==> src/design/gpio_bank_pkg.sv <==
// Purpose: Constants and types for the general purpose pin bank.
// Assumes: One core clock at 50 MHz.
// Notes: Pin positions describe the fixed alternate-function map.
package gpio_bank_pkg;
   localparam int PIN_COUNT = 54;
   localparam int CLK_PERIOD_NS = 20;
   localparam int SAMPLE_INTERVAL_NS = 128;
   // Least time rounds up to whole cycles.
   localparam int SAMPLE_CYCLES =
      (SAMPLE_INTERVAL_NS + CLK_PERIOD_NS - 1) / CLK_PERIOD_NS;
   localparam logic [2:0] SAMPLE_LAST = 3'(SAMPLE_CYCLES - 1);
   localparam logic [2:0] DIV_RESET = 3'h0;
   localparam logic [PIN_COUNT-1:0] FUNC_RESET = '0;
   localparam logic [PIN_COUNT-1:0] DIR_RESET = '0;
   localparam logic [PIN_COUNT-1:0] ASEL_RESET = '0;
   localparam logic [PIN_COUNT-1:0] DATA_RESET = '0;
   localparam int PART_RESETS = 4;
   localparam int EVENT_PIN = 5;
   localparam int EXP_INT_PIN = 8;
   localparam int HP_BASE_PIN = 9;
   localparam int HP_GROUP_SIZE = 9;
   localparam int HP_GROUPS = 5;
   localparam int HP_BUTTON = 0;
   localparam int HP_PRESENCE = 1;
   localparam int HP_FAULT = 2;
   localparam int HP_GOOD = 3;
   localparam int HP_LATCH = 4;
   localparam int HP_ATTN = 5;
   localparam int HP_PWR_IND = 6;
   localparam int HP_PWR_EN = 7;
   localparam int HP_SLOT_RST = 8;
   localparam int LINK_PORTS = 12;
   localparam int PORT0_UP_PIN = 4;
   localparam int PORT0_ACT_PIN = 5;
   localparam int LINK_BASE_PIN = 22;
   typedef enum logic [1:0] {
      MODE_INPUT,
      MODE_OUTPUT,
      MODE_ALT
   } pin_mode_type;
endpackage : gpio_bank_pkg

==> src/design/switch_gpio_port_block.sv <==
// Purpose: Bank of general purpose pins with alternate functions.
// Assumes: Pin inputs may be asynchronous; config arrives by strobes.
// Notes: Pins are three signals each: level in, drive value, enable.
`timescale 1ns/1ns
//
// Contract
// 54 pins: input, output or alternate function.
// Fundamental reset returns all pins to input.
// Inputs double-flopped, sampled at most every 128 ns.
// Function and direction bits select pin mode.
// Input pins are sampled into data bits.
// Data read always returns sampled pin level.
// Output pins drive the written data bit.
// Alternate select field picks function 0 or 1.
// Function 0 map: resets, event, expander, hot-plug.
// Function 1 map: link-up and link-active outputs.
// Indicator, enable, reset, event are outputs; rest inputs.
// Alternate pin direction follows its selected signal.
// Unselected alternate inputs held at inactive level.
// Free-running divider spaces the input samples.
module switch_gpio_port_block import gpio_bank_pkg::*; (
   input wire logic clk_sys_in,
   input wire logic rst_b_in,
   input wire logic [PIN_COUNT-1:0] pin_in,
   output logic [PIN_COUNT-1:0] pin_out,
   output logic [PIN_COUNT-1:0] pin_oe_out,
   input wire logic cfg_write_in,
   input wire logic [PIN_COUNT-1:0] function_wdata_in,
   input wire logic [PIN_COUNT-1:0] direction_wdata_in,
   input wire logic [PIN_COUNT-1:0] alt_select_wdata_in,
   input wire logic data_write_in,
   input wire logic [PIN_COUNT-1:0] data_wdata_in,
   output logic [PIN_COUNT-1:0] pin_function_select_out,
   output logic [PIN_COUNT-1:0] pin_direction_config_out,
   output logic [PIN_COUNT-1:0] alternate_signal_select_out,
   output logic [PIN_COUNT-1:0] pin_data_value_out,
   input wire logic general_event_out_n_in,
   input wire logic [HP_GROUPS-1:0] slot_attention_indicator_n_in,
   input wire logic [HP_GROUPS-1:0] slot_power_indicator_n_in,
   input wire logic [HP_GROUPS-1:0] slot_power_enable_in,
   input wire logic [HP_GROUPS-1:0] slot_reset_n_in,
   input wire logic [LINK_PORTS-1:0] port_link_up_n_in,
   input wire logic [LINK_PORTS-1:0] port_link_active_n_in,
   output logic [PART_RESETS-1:0] partition_fundamental_reset_n_out,
   output logic expander_interrupt_n_out,
   output logic [HP_GROUPS-1:0] slot_attention_button_n_out,
   output logic [HP_GROUPS-1:0] slot_presence_detect_n_out,
   output logic [HP_GROUPS-1:0] slot_power_fault_n_out,
   output logic [HP_GROUPS-1:0] slot_power_good_n_out,
   output logic [HP_GROUPS-1:0] slot_retention_latch_n_out
);

   // ********************************************************
   // Functions
   // ********************************************************
   function automatic pin_mode_type pin_mode(input logic f, input logic d);
      if (f) begin
         pin_mode = MODE_ALT;
      end else if (d) begin
         pin_mode = MODE_OUTPUT;
      end else begin
         pin_mode = MODE_INPUT;
      end
   endfunction : pin_mode

   // Pin that carries signal k of hot-plug group g.
   function automatic int hp_pin(input int g, input int k);
      hp_pin = HP_BASE_PIN + g * HP_GROUP_SIZE + k;
   endfunction : hp_pin

   // Pins whose alternate function in the given set is an output.
   function automatic logic [PIN_COUNT-1:0] alt_out_mask(input logic sel);
      logic [PIN_COUNT-1:0] m;
      m = '0;
      if (!sel) begin
         m[EVENT_PIN] = 1'b1;
         for (int g = 0; g < HP_GROUPS; g++) begin
            for (int k = HP_ATTN; k <= HP_SLOT_RST; k++) begin
               m[hp_pin(g, k)] = 1'b1;
            end
         end
      end else begin
         m[PORT0_UP_PIN] = 1'b1;
         m[PORT0_ACT_PIN] = 1'b1;
         for (int p = 0; p < 2 * (LINK_PORTS - 1); p++) begin
            m[LINK_BASE_PIN + p] = 1'b1;
         end
      end
      alt_out_mask = m;
   endfunction : alt_out_mask

   // ********************************************************
   // Configuration registers
   // ********************************************************
   logic [PIN_COUNT-1:0] func;
   logic [PIN_COUNT-1:0] dir;
   logic [PIN_COUNT-1:0] asel;
   logic [PIN_COUNT-1:0] out_data;

   always_ff @(posedge clk_sys_in) begin
      if (!rst_b_in) begin
         func <= FUNC_RESET;
         dir <= DIR_RESET;
         asel <= ASEL_RESET;
      end else if (cfg_write_in) begin
         func <= function_wdata_in;
         dir <= direction_wdata_in;
         asel <= alt_select_wdata_in;
      end
   end

   always_ff @(posedge clk_sys_in) begin
      if (!rst_b_in) begin
         out_data <= DATA_RESET;
      end else if (data_write_in) begin
         out_data <= data_wdata_in;
      end
   end

   assign pin_function_select_out = func;
   assign pin_direction_config_out = dir;
   assign alternate_signal_select_out = asel;

   // ********************************************************
   // Input synchroniser and sample divider
   // ********************************************************
   logic [PIN_COUNT-1:0] sync1;
   logic [PIN_COUNT-1:0] sync2;
   logic [2:0] div_count;
   logic tick;

   always_ff @(posedge clk_sys_in) begin
      if (!rst_b_in) begin
         sync1 <= '0;
         sync2 <= '0;
      end else begin
         sync1 <= pin_in;
         sync2 <= sync1;
      end
   end

   always_ff @(posedge clk_sys_in) begin
      if (!rst_b_in) begin
         div_count <= DIV_RESET;
      end else if (div_count == SAMPLE_LAST) begin
         div_count <= DIV_RESET;
      end else begin
         div_count <= div_count + 3'h1;
      end
   end

   assign tick = (div_count == SAMPLE_LAST);

   // The sample holds the pin level in every mode.
   always_ff @(posedge clk_sys_in) begin
      if (!rst_b_in) begin
         pin_data_value_out <= DATA_RESET;
      end else if (tick) begin
         pin_data_value_out <= sync2;
      end
   end

   // ********************************************************
   // Pin drivers
   // ********************************************************
   logic [PIN_COUNT-1:0] af0_val;
   logic [PIN_COUNT-1:0] af1_val;
   logic [PIN_COUNT-1:0] af0_mask;
   logic [PIN_COUNT-1:0] af1_mask;
   logic [PIN_COUNT-1:0] next_pin_out;
   logic [PIN_COUNT-1:0] next_pin_oe;

   assign af0_mask = alt_out_mask(1'b0);
   assign af1_mask = alt_out_mask(1'b1);

   always_comb begin
      af0_val = '1;
      af1_val = '1;
      af0_val[EVENT_PIN] = general_event_out_n_in;
      for (int g = 0; g < HP_GROUPS; g++) begin
         af0_val[hp_pin(g, HP_ATTN)] = slot_attention_indicator_n_in[g];
         af0_val[hp_pin(g, HP_PWR_IND)] = slot_power_indicator_n_in[g];
         af0_val[hp_pin(g, HP_PWR_EN)] = slot_power_enable_in[g];
         af0_val[hp_pin(g, HP_SLOT_RST)] = slot_reset_n_in[g];
      end
      af1_val[PORT0_UP_PIN] = port_link_up_n_in[0];
      af1_val[PORT0_ACT_PIN] = port_link_active_n_in[0];
      for (int p = 1; p < LINK_PORTS; p++) begin
         af1_val[LINK_BASE_PIN + 2 * (p - 1)] = port_link_up_n_in[p];
         af1_val[LINK_BASE_PIN + 2 * (p - 1) + 1] = port_link_active_n_in[p];
      end
   end

   always_comb begin
      next_pin_out = '0;
      next_pin_oe = '0;
      for (int i = 0; i < PIN_COUNT; i++) begin
         case (pin_mode(func[i], dir[i]))
            MODE_OUTPUT: begin
               next_pin_oe[i] = 1'b1;
               next_pin_out[i] = out_data[i];
            end
            MODE_ALT: begin
               next_pin_oe[i] = asel[i] ? af1_mask[i] : af0_mask[i];
               next_pin_out[i] = asel[i] ? af1_val[i] : af0_val[i];
            end
            default: begin
               next_pin_oe[i] = 1'b0;
            end
         endcase
      end
   end

   always_ff @(posedge clk_sys_in) begin
      if (!rst_b_in) begin
         pin_out <= '0;
         pin_oe_out <= '0;
      end else begin
         pin_out <= next_pin_out;
         pin_oe_out <= next_pin_oe;
      end
   end

   // ********************************************************
   // Alternate inputs to the core
   // ********************************************************
   logic [PIN_COUNT-1:0] af0_in_sel;
   logic [PIN_COUNT-1:0] alt_level;
   // Pins in alternate mode with function 0 chosen and not an output.
   assign af0_in_sel = func & ~asel & ~af0_mask;
   // Unselected alternate inputs read as their inactive high level.
   assign alt_level = pin_data_value_out | ~af0_in_sel;

   always_ff @(posedge clk_sys_in) begin
      if (!rst_b_in) begin
         partition_fundamental_reset_n_out <= '1;
         expander_interrupt_n_out <= 1'b1;
         slot_attention_button_n_out <= '1;
         slot_presence_detect_n_out <= '1;
         slot_power_fault_n_out <= '1;
         slot_power_good_n_out <= '1;
         slot_retention_latch_n_out <= '1;
      end else begin
         partition_fundamental_reset_n_out <= alt_level[PART_RESETS-1:0];
         expander_interrupt_n_out <= alt_level[EXP_INT_PIN];
         for (int g = 0; g < HP_GROUPS; g++) begin
            slot_attention_button_n_out[g] <= alt_level[hp_pin(g, HP_BUTTON)];
            slot_presence_detect_n_out[g] <= alt_level[hp_pin(g, HP_PRESENCE)];
            slot_power_fault_n_out[g] <= alt_level[hp_pin(g, HP_FAULT)];
            slot_power_good_n_out[g] <= alt_level[hp_pin(g, HP_GOOD)];
            slot_retention_latch_n_out[g] <= alt_level[hp_pin(g, HP_LATCH)];
         end
      end
   end
endmodule : switch_gpio_port_block

==> config.mk <==
export PLATFORM = sky130hd
export DESIGN_NAME = switch_gpio_port_block
export DESIGN_NICKNAME = d
export VERILOG_FILES = /design/src/design/gpio_bank_pkg.sv /design/src/design/switch_gpio_port_block.sv
export SDC_FILE = /design/constraint.sdc
export NUM_CORES = 1
export LEC_CHECK = 0
export BUFFER_PORTS_ARGS = -buffer_cell sky130_fd_sc_hd__buf_2
export CELL_PAD_IN_SITES_DETAIL_PLACEMENT = 0
export CELL_PAD_IN_SITES_GLOBAL_PLACEMENT = 2
export CORE_AREA = 2 2 263 265
export CTS_CLUSTER_DIAMETER = 80
export DETAILED_ROUTE_END_ITERATION = 10
export DIE_AREA = 0 0 265 267
export PLACE_DENSITY_LB_ADDON = 0.1
export SYNTH_ARGS = -nofsm -noshare
export SYNTH_HDL_FRONTEND = slang
export SYNTH_SLANG_ARGS = --single-unit
==> constraint.sdc <==
create_clock -name clk_sys_in -period 1.65 [get_ports clk_sys_in]
set_clock_uncertainty 0.05 [all_clocks]
set_input_delay 0.33 -clock clk_sys_in [delete_from_list [all_inputs] [get_ports clk_sys_in]]
set_output_delay 0.33 -clock clk_sys_in [all_outputs]
set_load 0.005 [all_outputs]
-- Word level (Yosys, flattened, before mapping)
Index checks and enable logic that the tools add are counted.
- flip-flop bits (word level): 519
- bits of input ports: 319
- output and inout port bits: 354
- word-level logic and storage cells: 415
- $add $sub $neg: 1
- eq/ne operators: 109
- muxes and demuxes: 270
- bitwise gates (word level): 5
- reductions and logical operators: 13
- operators by type and width (cell ; count):
    one-hot mux 1 bit (2 select lines) ; 75
    2-to-1 mux 1 bit ; 141
    == test 2 x 1 -> 1 bit (second input constant) ; 54
    == test 2 bit (second input constant) ; 54
    2-to-1 mux 2 bit ; 54
    inverter 50 bit ; 2
    bitwise AND 50 bit ; 1
    OR 50 bit ; 1
    OR reduction 2 bit ; 13
    adder 3 x 1 -> 3 bit (second input constant) ; 1
    == test 3 bit (second input constant) ; 1
    inverter 1 bit ; 1

-- Logic depth before layout (Yosys ltp)
- word-level depth: 5
- gate-level depth with buffers: 6
- gate-level depth less buffers: 4

-- Worst setup path before layout
Ideal clock, no wire load.
- kind: reg2reg
- from: register div_count[0]
- to: register pin_data_value_out[41]
- library setup time: 70 ps
- arrival: 1215 ps
- data required time: 1530 ps
- slack: 314 ps
- cell stages (with the launch flop): 7
- buffers on the path: 2
- period minus slack after synthesis: 1336 ps
- cell sequence: dfxtp_1 -> inv_1 -> ha_1 -> buf_2 -> clkbuf_1 -> a21bo_2 -> a21oi_1
- longest elaborated chain between the ends: 1
- ends and longest elaborated chain (item ; RTL line ; RTL):
    start, declared ; switch_gpio_port_block.sv:129 ; logic [2:0] div_count;
    start signal, assigned ; switch_gpio_port_block.sv:148 ; div_count <= div_count + 3'h1;
    == test 3 bit ; switch_gpio_port_block.sv:152 ; assign tick = (div_count == SAMPLE_LAST);
    end signal, assigned ; switch_gpio_port_block.sv:159 ; pin_data_value_out <= sync2;
    end, declared ; switch_gpio_port_block.sv:36 ; output logic [PIN_COUNT-1:0] pin_data_value_out,
No other way between the ends.
A chain may end at the register's enable or synchronous reset.

-- Final worst setup path
- from: register pin_data_value_out[20]
- to: output port pin_data_value_out[20]
No word-level cell between the ends.

==> run_results.csv <==
group,metric,value,unit
setup_path,worstPathRequired,1270,ps
synthesis,ys_async_sr_fraction,0,%
place,routabilityCongestion,0.811,
setup_path,crit_chain,"buf_2",
global_route,antenna_found_initial,12,
floorplan,dieWidth,265,um
synthesis,synth_top_area_cell,"dfxtp_1",
sta,setup_viol,0,
job,maxCapViolCount,0,
synthesis,synth_area_leaders,"dfxtp_1 60%, mux2i_1 14%, nor2_1 6.9%",
setup_path,worst-path-buf-inv,1,
synthesis,synth_flop_cell,"dfxtp_1",
run_status,status,"finished clean",
setup_path,r2r-end,"pin_out[35]",
sta,rsz0062_at_grt,"no",
setup_path,r2r_start,"alternate_signal_select_out[35]",
synthesis,syn_area_per_cell,10.7,um2
power_and_ir_drop,p_leak,12.6,nW
min_path,min-delay-path-class,"input port to flop",
routing,routed_via_density,4.28,
cells_and_area,nFillCells,6960,
synthesis,synthTopCellsByCount,"519 x dfxtp_1, 320 x nor2_1, 240 x mux2i_1",
clocking,cts_sinks,519,
global_route,gr-total-overflow,0,
synthesis,synth_enable_flop_cells,0,
global_route,grt_first_pass_wirelength,101000,um
synthesis,synth_fp_nets,1950,
sta,worstMarginPinSlew,590,ps
global_route,first_global_vias,15100,
floorplan,dieArea,70800,um2
clocking,h-tree-depth,2,
routing,drtIter0Drc,618,
routing,vias,15100,
power_and_ir_drop,powerDensity,1120,nW/um2
setup_path,startpoint_type,"flop",
cells_and_area,syn_to_final_growth,55.1,%
setup_path,rr_worst_depth,3,
synthesis,synthCells,1629,
floorplan,coreArea,68000,um2
floorplan,fp.dieH,267,um
cells_and_area,drive_gt1_share,34.8,%
place,io_buffer_count,672,
sta,setup_tns,0,ps
setup_path,crit_start,"pin_data_value_out[20]",
clocking,numCtsBuffers,59,
setup_path,critical_path.max_stage_delay,450,ps
cells_and_area,finalInstanceArea,27000,um2
routing,first_pass_iters,6,
setup_path,cp_data_arrival_time,1210,ps
floorplan,rows,96,
setup_path,crit_slowest_cell,"dfxtp_2",
global_route,grt_usage,18.9,%
setup_path,crit_end,"pin_data_value_out[20]",
sta,hold_violations,0,
synthesis,ys_types,22,
floorplan,initial_utilization,25.6,%
sta,holdWs,45.0,ps
sta,slew_violations,0,
routing,wl_per_cell,19.7,um
place,placed_cell_area,21900,um2
sta,min_period,1590,ps
power_and_ir_drop,ir_drop,722,uV
synthesis,ys_seq_area_share,59.7,%
sta,fmax,0.630,GHz
clocking,tritoncts,"yes",
synthesis,synthesis.area,17400,um2
sta,slew_headroom,60.7,%
cells_and_area,nets,2920,
floorplan,io_pins,673,
clocking,path_clk_slew,60,ps
place,dp_hpwl,52300,um
synthesis,yosysWarningCount,0,
sta,fin_crit_sh,96.2,%
synthesis,synth_most_common_cell,"dfxtp_1",
setup_path,endpoint_kind,"output pin",
synthesis,synth_seq_cells,519,
global_route,grt_max_degree,135,
setup_path,crit_cells,1,
setup_path,ff2ff_setup_slack,110,ps
routing,totalWireLength,69800,um
routing,drc,0,
synthesis,synth_top_area_share,59.7,%
routing,ant_nets,0,
clocking,clock_path_buffers,3,
setup_path,path_max_fanout,4,
clocking,clk-insertion-delay-late,610,ps
setup_path,critPathKind,"flop to output pin",
setup_path,path_delay_family,"flip-flops",
clocking,root_buffer,"clkbuf_16",
## state kept, by name (all words and copies together), names as in the netlist
| signal | cells |
|---|---|
| out_data | 54 |
| sync2 | 54 |
| pin_oe_out | 54 |
| pin_direction_config_out | 54 |
| alternate_signal_select_out | 54 |
| pin_function_select_out | 54 |
| expander_interrupt_n_out | 1 |
| pin_out | 54 |
| partition_fundamental_reset_n_out | 4 |
| slot_power_good_n_out | 5 |
| slot_attention_button_n_out | 5 |
| sync1 | 54 |
| slot_presence_detect_n_out | 5 |
| slot_power_fault_n_out | 5 |
| pin_data_value_out | 54 |
| slot_retention_latch_n_out | 5 |
| div_count | 3 |
## worst min path at each step
stage | slack, ps | start | cells after the start | endpoint
after floorplan | 360 | sync1[0] | 1 | sync2[0]
after global placement | 370 | sync1[8] | 1 | sync2[8]
after detailed placement | 370 | sync1[35] | 1 | sync2[35]
after CTS | 10 | rst_b_in | 3 | alternate_signal_select_out[3]
after global routing | 30 | rst_b_in | 3 | alternate_signal_select_out[1]
final | 40 | rst_b_in | 3 | alternate_signal_select_out[1]
## cells by family after synthesis
logic type / Yosys count / share of synthesized area (%)
simple gates: 556 / 15.1
flops: 519 / 59.7
mux: 240 / 13.8
compound gates: 193 / 7.76
buf+inv: 119 / 3.48
fa+ha+maj: 2 / 0.144
## layout by cell type (no fill, tap or decap), types with 5 or more instances in the layout
cell type / n
buf_4: 35
nor2_1: 320
clkbuf_8: 17
nor3b_1: 21
bufinv_16: 5
clkbuf_16: 62
a311oi_1: 12
clkinv_2: 7
inv_1: 13
a2111oi_0: 11
dlygate4sd3_1: 292
a21bo_2: 54
nand2b_1: 19
mux2i_1: 240
dfxtp_2: 49
buf_2: 669
a211oi_1: 9
clkbuf_1: 14
dfxtp_1: 469
and2_1: 109
a21oi_1: 106
nand3_1: 80
buf_12: 17
diode_2: 10
## stage by stage
| stage | cells | worst slack, ps | power (mW) | util [%] |
|---|---|---|---|---|
| after floorplan | 1629 | 314 | 14.9 | - |
| after global placement | 3128 | 207 | 16.3 | 32.3 |
| after detailed placement | 3128 | 193 | 16.3 | 32.3 |
| after CTS | 3527 | 0.155 | 30.8 | 39.6 |
| after global routing | 3533 | 6.72 | 31.5 | 39.7 |
| final | 3537 | 62.2 | 30.2 | 39.7 |
## area by class of cell
| class | instances | area [um2] | share of cell area [%] |
|---|---|---|---|
| diodes | 10 | 25.0 | 0.0928 |
| clock buffers | 93 | 1840 | 6.81 |
| clock inverters | 14 | 200 | 0.742 |
| inverters | 14 | 60.1 | 0.223 |
| multi-input cells | 991 | 6410 | 23.8 |
| flip-flops and latches | 519 | 10500 | 38.8 |
| well taps | 882 | 1100 | 4.09 |
| repair buffers | 1014 | 6890 | 25.5 |
## timing repair
action	in CTS	in global routing
gates cloned	0	0
endpoints found under the setup margin	41	9
resized for setup	41	9
setup buffers	0	0
endpoints found under the hold margin	291	0
hold buffers	292	0
pin swaps	0	0
## power breakdown
group	switching, mW	total [mW]	leakage (nW)	internal, mW
logic	1.41	3.03	7.32	1.62
clock network	5.26	13.6	1.00	8.35
registers	0.432	13.6	4.29	13.1
total	7.10	30.2	12.6	23.1
## routing by layer
layer | track usage (%) | part of all wire, % | up-vias
li1 | - | - | 7436
met5 | 0 | 0.077 | -
met2 | 32.7 | 49 | 423
met3 | 5.10 | 6.8 | 92
met4 | 5.51 | 2.2 | 8
met1 | 23.0 | 42 | 7185
## worst reg2reg max path, delay by kind of cell, from the launching register on
family	cells	cell delay, ps
buf+inv	1	550
mux	1	80
compound gates	1	370
flops	1	370
Power figures use the tool's default switching activity.
